## src/hw/cosim_clock_pkg.sv

```systemverilog
// Constants shared by the co-simulation clock stepper and its rate generator
package cosim_clock_pkg;
    // Reference clock figures
    localparam int REF_CLK_MHZ = 100;
    localparam int REF_CLK_PERIOD_NS = 10;
    // Frequencies in units of one sixth of 100 MHz (about 16.67 MHz)
    localparam int FREQ_100_U = 6;
    localparam int FREQ_66_7_U = 4;
    localparam int FREQ_50_U = 3;
    localparam int FREQ_33_3_U = 2;
    localparam int SYS_100_U = 6;
    localparam int SYS_200_U = 12;
    localparam int ACC_W = 5;
    // Host map: port words at low indices, status word at a fixed index
    localparam int ADDR_W = 4;
    localparam logic [ADDR_W-1:0] STATUS_IDX = 4'hF;
    localparam int ST_FLAG = 0;
    localparam int ST_BUSY = 1;
    localparam int ST_MODE = 2;
    localparam int ST_RUN = 3;
    localparam int CNT_W = 8;
    typedef enum logic {STEP_IDLE, STEP_RUN} step_e;
endpackage : cosim_clock_pkg

```

## src/hw/clock_rate_gen.sv

```systemverilog
// Fractional clock-enable generator deriving the design clock rate
`timescale 1ns/10ps
module clock_rate_gen #(
    parameter int SYS_U = cosim_clock_pkg::SYS_100_U,
    parameter int TGT_U = cosim_clock_pkg::FREQ_50_U
) (
    input wire logic ref_clk,
    input wire logic nrst,
    input wire logic ce,
    output logic tick
);
    import cosim_clock_pkg::*;

    typedef struct packed {
        logic [ACC_W-1:0] acc;
        logic tick;
    } rate_s;

    rate_s q;
    rate_s d;
    logic [ACC_W-1:0] sum;

    initial begin
        if (TGT_U > SYS_U || TGT_U < 1 || SYS_U >= (1 << (ACC_W - 1))) begin
            $error("clock_rate_gen: unsupported rate setting");
        end
    end

    // Accumulator pattern is fixed, so every run gives the same enable sequence
    always_comb begin
        d = q;
        sum = q.acc + ACC_W'(TGT_U);
        d.tick = 1'b0;
        d.acc = sum;
        if (sum >= ACC_W'(SYS_U)) begin
            d.tick = 1'b1;
            d.acc = sum - ACC_W'(SYS_U);
        end
    end

    always_ff @(posedge ref_clk or negedge nrst) begin
        if (!nrst) begin
            q <= '0;
        end else if (ce) begin
            q <= d;
        end
    end

    assign tick = q.tick;
endmodule : clock_rate_gen

```

## src/hw/cosim_clock_stepper.sv

```systemverilog
// Design-clock control and host port map for a co-simulated design
`timescale 1ns/10ps
module cosim_clock_stepper #(
    parameter int SYS_U = cosim_clock_pkg::SYS_100_U,
    parameter int TGT_U = cosim_clock_pkg::FREQ_50_U,
    parameter bit FREE_OK = 1'b1,
    parameter int STEP_PULSES = 1,
    parameter int N_IN = 2,
    parameter int N_OUT = 2,
    parameter int DATA_W = 32,
    parameter int PAD_W = 4
) (
    input wire logic ref_clk,
    input wire logic nrst,
    input wire logic ce,
    input wire logic run,
    input wire logic mode_free_sel,
    input wire logic step_req,
    output logic step_busy,
    output logic step_done,
    input wire logic host_req,
    input wire logic host_we,
    input wire logic [cosim_clock_pkg::ADDR_W-1:0] host_addr,
    input wire logic [DATA_W-1:0] host_wdata,
    output logic [DATA_W-1:0] host_rdata,
    output logic host_ack,
    output logic dut_ce,
    output logic [N_IN-1:0][DATA_W-1:0] dut_in,
    input wire logic [N_OUT-1:0][DATA_W-1:0] dut_out,
    input wire logic dut_flag,
    input wire logic [PAD_W-1:0] pad_in,
    output logic [PAD_W-1:0] pad_to_dut,
    input wire logic [PAD_W-1:0] pad_from_dut,
    output logic [PAD_W-1:0] pad_out
);
    import cosim_clock_pkg::*;

    typedef struct packed {
        step_e st;
        logic running;
        logic mode_free;
        logic flag;
        logic [CNT_W-1:0] cnt;
        logic done;
        logic ack;
        logic [DATA_W-1:0] rdata;
        logic [N_IN-1:0][DATA_W-1:0] in_regs;
    } ctl_s;

    ctl_s q;
    ctl_s d;
    logic rate_tick;
    logic access_ok;

    initial begin
        if (TGT_U > SYS_U) begin
            $error("cosim_clock_stepper: design clock above system clock");
        end
        if (STEP_PULSES < 1 || STEP_PULSES >= (1 << CNT_W)) begin
            $error("cosim_clock_stepper: bad step pulse count");
        end
        if (N_IN < 1 || N_OUT < 1 || N_IN >= int'(STATUS_IDX) || N_OUT >= int'(STATUS_IDX)) begin
            $error("cosim_clock_stepper: port count collides with status word");
        end
        if (DATA_W < 4) begin
            $error("cosim_clock_stepper: data word too narrow for status");
        end
    end

    function automatic logic [DATA_W-1:0] read_word(
        input logic [ADDR_W-1:0] addr,
        input logic [N_OUT-1:0][DATA_W-1:0] outs,
        input ctl_s s
    );
        logic [DATA_W-1:0] w;
        w = '0;
        if (addr == STATUS_IDX) begin
            w[ST_FLAG] = s.flag;
            w[ST_BUSY] = (s.st == STEP_RUN);
            w[ST_MODE] = s.mode_free;
            w[ST_RUN] = s.running;
        end else if (int'(addr) < N_OUT) begin
            w = outs[addr];
        end
        return w;
    endfunction : read_word

    clock_rate_gen #(
        .SYS_U(SYS_U),
        .TGT_U(TGT_U)
    ) u_rate (
        .ref_clk(ref_clk),
        .nrst(nrst),
        .ce(ce),
        .tick(rate_tick)
    );

    ////////////////////////////////////////////////////////////////////////////
    // Control and host map

    // Stepping mode blocks host access so port updates fall between steps only
    assign access_ok = host_req && !q.ack && !(!q.mode_free && q.st == STEP_RUN);

    always_comb begin
        d = q;
        d.ack = 1'b0;
        d.done = 1'b0;
        d.running = run;
        if (!run) begin
            d.mode_free = mode_free_sel && FREE_OK;
            d.st = STEP_IDLE;
        end
        case (q.st)
            STEP_IDLE: begin
                if (step_req && q.running && run && !q.mode_free) begin
                    d.st = STEP_RUN;
                    d.cnt = '0;
                end
            end
            STEP_RUN: begin
                if (rate_tick) begin
                    if (q.cnt == CNT_W'(STEP_PULSES - 1)) begin
                        d.st = STEP_IDLE;
                        d.done = 1'b1;
                    end else begin
                        d.cnt = q.cnt + 1'b1;
                    end
                end
            end
            default: begin
                d.st = STEP_IDLE;
            end
        endcase
        if (access_ok) begin
            d.ack = 1'b1;
            if (host_we) begin
                if (int'(host_addr) < N_IN) begin
                    d.in_regs[host_addr] = host_wdata;
                end else if (host_addr == STATUS_IDX && host_wdata[ST_FLAG]) begin
                    d.flag = 1'b0;
                end
            end else begin
                d.rdata = read_word(host_addr, dut_out, q);
            end
        end
        // A new event beats a clear in the same cycle
        if (dut_flag) begin
            d.flag = 1'b1;
        end
    end

    always_ff @(posedge ref_clk or negedge nrst) begin
        if (!nrst) begin
            q <= '0;
        end else if (ce) begin
            q <= d;
        end
    end

    // Enable only, so the design sees whole clock cycles or none
    assign dut_ce = ce && rate_tick && q.running
        && (q.mode_free || q.st == STEP_RUN);
    assign step_busy = (q.st == STEP_RUN);
    assign step_done = q.done;
    assign host_ack = q.ack;
    assign host_rdata = q.rdata;
    assign dut_in = q.in_regs;
    // Pads bypass the host map entirely
    assign pad_to_dut = pad_in;
    assign pad_out = pad_from_dut;

    ////////////////////////////////////////////////////////////////////////////
    // Checks

    logic [CNT_W-1:0] pulse_seen_q;

    always_ff @(posedge ref_clk or negedge nrst) begin
        if (!nrst) begin
            pulse_seen_q <= '0;
        end else if (ce) begin
            if (q.st == STEP_IDLE) begin
                pulse_seen_q <= '0;
            end else if (dut_ce) begin
                pulse_seen_q <= pulse_seen_q + 1'b1;
            end
        end
    end
endmodule : cosim_clock_stepper

```

## config.mk

```make
export PLATFORM = sky130hd
export DESIGN_NAME = cosim_clock_stepper
export DESIGN_NICKNAME = d
export VERILOG_FILES = /design/src/hw/cosim_clock_pkg.sv /design/src/hw/clock_rate_gen.sv /design/src/hw/cosim_clock_stepper.sv
export SDC_FILE = /design/constraint.sdc
export NUM_CORES = 1
export LEC_CHECK = 0
export ABC_AREA = 1
export BUFFER_PORTS_ARGS = -buffer_cell sky130_fd_sc_hd__buf_4
export CAP_MARGIN = 5
export CORE_MARGIN = 8
export CORE_UTILIZATION = 40
export DETAILED_ROUTE_END_ITERATION = 6
export PLACE_DENSITY = 0.67
export SYNTH_ARGS = -nofsm -noshare
export SYNTH_HDL_FRONTEND = slang
export SYNTH_HIERARCHICAL = 1
export SYNTH_SLANG_ARGS = --single-unit
```

## constraint.sdc

```tcl
create_clock -name ref_clk -period 2.9 [get_ports ref_clk]
set_input_delay 0.29 -clock ref_clk [delete_from_list [all_inputs] [get_ports ref_clk]]
set_output_delay 0.29 -clock ref_clk [all_outputs]
set_load 0.005 [all_outputs]
```

==> results.sh, run 1 <==
export IMPL_worst_hold_slack_ns=0.0892
export IMPL_fin_skew_ns=0.00475
export IMPL_cts_max_level=4
export IMPL_post_cts_repair_setup_buffers=0
export IMPL_coreArea_sq_mm=0.0151
export IMPL_yosysSeqAreaShare_pct=46.8
export IMPL_slew_viol_final=0
export IMPL_root_buffer="clkbuf_16"
export IMPL_n_antenna_cell=0
export IMPL_crit_type="reg2reg"
export IMPL_tightest_slew_ns=0.633
export IMPL_startpoint="u_rate/q[1]$_DFFE_PN0P_"
export IMPL_wl_mm=15.9
export IMPL_io_pins=225
export IMPL_grt_overflow=0
export IMPL_clockBufferDepth=2
export IMPL_layout_commonest_cell="nand2_1"
export IMPL_cts_sinks=116
export IMPL_synth_area_sq_mm=0.00620
export IMPL_die_h_microns=140
export IMPL_num_vias=4971
export IMPL_grt_first_pass_wirelength_mm=26.3
export IMPL_gp_congestion=0.817
export IMPL_drive_gt1_share_pct=30.0
export IMPL_area_growth_pct=24.9
export IMPL_peakVddDrop_uv=428
export IMPL_ys_warnings_count=6
export IMPL_layout_nets=1012
export IMPL_netlist_instances=787
export IMPL_r2r_start="u_rate/q[1]$_DFFE_PN0P_"
export IMPL_min_path_type="in2reg"
export IMPL_min_delay_start="mode_free_sel"
export IMPL_grt_max_degree=65
export IMPL_finalSetupTns_ns=0
export IMPL_die_w_microns=140
export IMPL_avgSynthCellArea_sq_um=7.87
export IMPL_dr_pass1_iters=4
export IMPL_crit_fanout=4
export IMPL_ys_top_cells_by_area="dfrtp_1 47%, nand2_1 18%, buf_4 13%"
export IMPL_numCtsBuffers=17
export IMPL_grt_total_usage_pct=16.8
export IMPL_grt_pass1_vias=4982
export IMPL_mostFrequentLayoutCells="293 x nand2_1, 214 x buf_4, 116 x dfrtp_1"
export IMPL_critPathArrivalTime_ns=2.12
export IMPL_rows=45
export IMPL_worst_skew_pair_late_latency_ns=0.41
export IMPL_initialDrtViolationCount=241
export IMPL_ant_nets=0
export IMPL_cap_viol_max_count=0
export IMPL_start_util_pct=40.9
export IMPL_via_per_inst=4.56
export IMPL_cts_clk_slew_worst_paths_ns=0.06
export IMPL_fin_crit_sh_pct=62.9
export IMPL_min_period_ns=1.82
export IMPL_cp_required_ns=3.20
export IMPL_grt_antenna_before_repair=0
export IMPL_powerDensity_mw_per_mm2=634
export IMPL_synth_top_area_share_pct=46.8
export IMPL_synth_seq_cells=116
export IMPL_setup_viol=0
export IMPL_p_leak_nw=4.24
export IMPL_synth_top_area_cell="dfrtp_1"
export IMPL_syn_nets=909
export IMPL_outcome="completed"
export IMPL_drc=0
export IMPL_wl_per_cell_microns=14.6
export IMPL_synth_distinct_cells=28
export IMPL_hold_violations=0
export IMPL_end_kind="register"
export IMPL_dp_hpwl_mm=11.7
export IMPL_slew_headroom_pct=57.8
export IMPL_die_area_sq_mm=0.0197
export IMPL_portBuffers=208
export IMPL_rsz0062_at_grt="no"
export IMPL_fmax_mhz=548
export IMPL_startpoint_type="register"
export IMPL_cts_tree="built"
area by class of cell:
type,count,area [sq um]
Sequential cell,116,2900
Tap cell,188,235
Clock buffer,18,439
Inverter,68,255
Clock inverter,14,151
Timing Repair Buffer,216,1640
Fill cell,1484,7410
Multi-Input combinational cell,471,2120
logic make-up after synthesis:
logic type               Yosys count  synth area share (%)
AO/OA/AOI/OAI                    112                  9.33
XOR/XNOR                           2                 0.283
adder cells (fa/ha/maj)            5                  1.01
buffers and inverters            200                  18.9
flip-flops                       116                  46.8
AND/OR/NAND/NOR                  352                  23.6
power breakdown:
group | internal [mW] | switching, mW | leakage (nW)
clock | 1.30 | 0.785 | 0.288
sequential | 1.73 | 0.114 | 1.59
combinational | 0.428 | 0.552 | 2.36
worst paths after layout:
kind | slack, ns | cells past startpoint | endpoint
max reg2reg | 1.08 | 11 | u_rate/q[2]$_DFFE_PN0P_
min | 0.09 | 3 | q[107]$_DFFE_PN0P_
max in group asynchronous | 1.75 | 3 | host_rdata[15]$_DFFE_PN0P_
max | 1.08 | 11 | u_rate/q[2]$_DFFE_PN0P_
min in group asynchronous | 0.36 | 2 | asynchronous set/reset pin
min reg2reg | 0.47 | 2 | host_rdata[14]$_DFFE_PN0P_
cells in the mapped netlist (all sizes together):
library cell	count
nand2	298
buf	126
dfrtp	116
o21ai	75
inv	66
a21oi	35
nor2	27
nand3	15
clkbuf	6
nand4	6
ha	5
nand3b	3
clkinv	2
nor4	2
a21boi	1
o2bb2ai	1
or2	1
xnor2	1
xor2	1
critical path, cell delays in order (launching register included):
cell and delay, ns:
dfrtp_1 0.42, inv_2 0.05, ha_1 0.23, inv_1 0.09, nand2_1 0.06, nand2_2 0.12
inv_1 0.07, ha_1 0.24, nor2_4 0.16, nand3_1 0.10, nand3_1 0.10, nand2_1 0.05
through the flow:
step / util, % / std cells / instance area [sq um] / worst slack [ns] / total power [mW]
final: 51.1 / 1091 / 7740 / 1.08 / 4.91
after global routing: 51.1 / 1091 / 7740 / 0.837 / 5.20
after CTS: 51.1 / 1091 / 7740 / 1.05 / 4.97
after detailed placement: 47.1 / 1058 / 7140 / 1.07 / 2.86
after global placement: 47.1 / 1058 / 7140 / 1.10 / 2.84
after floorplan: - / 787 / 6200 / 1.29 / 2.54
routing by layer:
metal | global-route usage (%) | vias to the layer above | routed length (microns)
met5 | 0 | - | 0
met4 | 5.66 | 0 | 138
met3 | 5.81 | 11 | 1280
met2 | 27.3 | 146 | 7580
met1 | 20.3 | 2259 | 6900
li1 | - | 2555 | -
what timing repair did:
item,in CTS,in global routing
hold endpoints to repair,32,0
endpoints found under the setup margin,0,0
gates resized for setup,0,0
hold buffers,1,0
Power figures use the tool's default switching activity.
==> run 2, diff against run 1 <==
Settings changed: ABC_AREA 1 to 0, PLACE_DENSITY 0.67 to 0.69.
Clock period 2.9 ns to 1.5 ns, I/O delays scaled along.
==> results.sh, run 2 <==
export IMPL_cp_cell_sequence="inv_2 > ha_4 > or4b_4 > o31ai_2 > o211a_1 > o22ai_1"
export IMPL_cts_clk_slew_worst_paths_ns=0.06
export IMPL_whs_path_depth=2
export IMPL_peakVddDrop_uv=1060
export IMPL_startpoint_type="register"
export IMPL_combPwrFrac_pct=36.7
export IMPL_io_pins=225
export IMPL_critPathMaxStageDelay_ns=0.52
export IMPL_layout_commonest_cell="buf_4"
export IMPL_crit_type="reg2reg"
export IMPL_n_antenna_cell=0
export IMPL_slew_viol_final=0
export IMPL_ys_top_cells_by_area="dfrtp_1 47%, buf_4 13%, mux2_2 10%"
export IMPL_fin_skew_ns=0.00472
export IMPL_grt_total_usage_pct=18.8
export IMPL_numCtsBuffers=17
export IMPL_setup_viol=110
export IMPL_synth_top_area_cell="dfrtp_1"
export IMPL_fillers=1077
export IMPL_synth_enable_flop_cells=0
export IMPL_outcome="complete, but fails checks"
export IMPL_power_switching_mw=3.89
export IMPL_synth_top_area_share_pct=46.5
export IMPL_avgSynthCellArea_sq_um=11.6
export IMPL_synth_seq_cells=116
export IMPL_mostFrequentLayoutCells="245 x buf_4, 113 x dfrtp_1, 57 x mux2_4"
export IMPL_layout_nets=869
export IMPL_crit_buf_inv=1
export IMPL_p_leak_nw=4.84
export IMPL_p_int_mw=8.93
export IMPL_slew_headroom_pct=64.3
export IMPL_num_vias=4780
export IMPL_synth_async_sr_flop_share_pct=100
export IMPL_cts_tree="built"
export IMPL_critical_path_top_delay_family="compound AO/OA/AOI/OAI gates"
export IMPL_ys_top_cells_by_count="116 x dfrtp_1, 105 x buf_4, 58 x mux2_2, 39 x nand2_1, 36 x mux2i_1"
export IMPL_netlist_instances=537
export IMPL_coreArea_sq_mm=0.0152
export IMPL_min_path_type="in2reg"
export IMPL_cap_viol_max_count=0
export IMPL_portBuffers=208
export IMPL_wl_per_cell_microns=20.0
export IMPL_ys_warnings_count=6
export IMPL_cts_sinks=116
export IMPL_crit_slowest_cell="or4b_4"
export IMPL_cts_max_level=4
export IMPL_cp_required_ns=1.79
export IMPL_die_w_microns=141
export IMPL_reg2reg_depth=6
export IMPL_powerDensity_mw_per_mm2=1300
export IMPL_drive_gt1_share_pct=63.0
export IMPL_tightest_slew_ns=0.536
export IMPL_fin_crit_sh_pct=118
export IMPL_seq_area_sq_mm=0.00291
export IMPL_dr_pass1_iters=4
export IMPL_violations="negative setup slack"
export IMPL_crit_fanout=4
export IMPL_die_h_microns=141
export IMPL_wl_mm=19.0
export IMPL_grt_antenna_before_repair=0
export IMPL_end_kind="register"
export IMPL_fmax_mhz=565
export IMPL_synth_area_sq_mm=0.00624
export IMPL_ant_nets=0
export IMPL_ys_flop_type="dfrtp_1"
export IMPL_synth_distinct_cells=55
export IMPL_yosysSeqAreaShare_pct=46.5
export IMPL_fin_cells=948
export IMPL_start_util_pct=41.0
export IMPL_worst_skew_pair_late_latency_ns=0.41
export IMPL_grt_pass1_vias=5383
export IMPL_rows=45
export IMPL_syn_nets=659
export IMPL_p_sw_share_pct=30.3
export IMPL_root_buffer="clkbuf_16"
export IMPL_crit_cells=6
export IMPL_initialDrtViolationCount=275
export IMPL_grt_max_degree=51
export IMPL_critPathArrivalTime_ns=2.06
export IMPL_synth_most_common_cell="dfrtp_1"
export IMPL_grt_overflow=0
export IMPL_drc=0
export IMPL_finalSetupTns_ns=-17.41
export IMPL_clock_power_share_pct=32.2
export IMPL_multiInputGateArea_sq_mm=0.00310
export IMPL_clockBufferDepth=2
export IMPL_seq_power_share_pct=31.2
export IMPL_via_per_inst=5.04
export IMPL_fin_ws_ns=-0.268
export IMPL_pre_cts_ws_ns=-0.309
export IMPL_hold_violations=0
export IMPL_placed_cells=845
export IMPL_rsz0062_at_grt="yes"
export IMPL_die_area_sq_mm=0.0198
export IMPL_dp_hpwl_mm=11.5
export IMPL_area_growth_pct=58.0
export IMPL_gp_congestion=0.845
export IMPL_grt_first_pass_wirelength_mm=29.4
export IMPL_min_period_ns=1.77
==> run 2: cell types whose count changed after synthesis, moves of 8 or more <==
cell,before,now
mux2_2,0,58
o21ai_1,66,2
mux2i_1,0,36
a21oi_1,33,8
buf_2,20,10
nand2_1,293,39
o31ai_2,0,24
inv_1,60,16
buf_6,0,8
==> run 2: per-stage QoR <==
stage	utilization (%)	total power [mW]	area, sq um	hold slack [ns]
finish	64.8	12.8	9860	0.0263
global route	64.8	13.4	9860	0.0115
CTS	62.9	12.4	9560	0.00243
detailed placement	50.8	7.51	7730	0.0784
global placement	50.8	7.36	7730	0.0701
floorplan	-	6.25	6560	-0.146
==> run 2: final cells by class <==
type | count | share of cell area (%)
Clock buffer | 19 | 4.49
Clock inverter | 13 | 1.61
Inverter | 16 | 0.609
Multi-Input combinational cell | 275 | 31.5
Sequential cell | 116 | 29.5
Tap cell | 188 | 2.39
Timing Repair Buffer | 321 | 29.9
==> run 2: cells by family (layout without fill, tap and decap cells) <==
group	after synthesis	after routing	share of synthesized area [%]
compound gates	76	76	10.8
fa+ha+maj	5	5	1.00
xor+xnor	5	5	0.702
flops	116	116	46.5
mux	101	101	17.5
simple gates	87	88	7.10
buf+inv	147	369	16.3
==> run 2: power groups by stage <==
stage / Sequential, mW / Combinational (mW) / Clock, mW
6_report: 4.00 / 4.70 / 4.13
5_1_grt: 4.04 / 5.03 / 4.36
4_1_cts: 3.95 / 4.27 / 4.18
3_5_place_dp: 3.98 / 3.53 / 0
3_3_place_gp: 3.96 / 3.40 / 0
2_1_floorplan: 3.93 / 2.32 / 0
==> run 2: metal layers <==
layer	share of wire, %	routed length, microns	GRT usage [%]
met2	50	9460	31.5
met4	0.71	134	4.75
met1	42	7900	21.9
met5	0	0	0
met3	7.7	1460	7.46
==> run 2: path summary, 6_finish.rpt <==
check	slack, ns	end	from
max in group asynchronous	0.73	host_ack$_DFFE_PN0P_	nrst
min in group asynchronous	0.19	asynchronous set/reset pin	nrst
max reg2reg	-0.27	step_busy$_DFFE_PN0P_	q[98]$_DFFE_PN0P_
max	-0.27	step_busy$_DFFE_PN0P_	q[98]$_DFFE_PN0P_
min	0.03	register	host_wdata[0]
min reg2reg	0.50	host_rdata[18]$_DFFE_PN0P_	host_rdata[18]$_DFFE_PN0P_
==> run 2: repair_timing <==
| action | in CTS | in global routing |
|---|---|---|
| cloned | 14 | 2 |
| hold buffers | 35 | 0 |
| setup buffers | 20 | 7 |
| endpoints found under the hold margin | 95 | 0 |
| resized for setup | 78 | 67 |
| setup endpoints to repair | 112 | 112 |
| pin swaps | 24 | 11 |
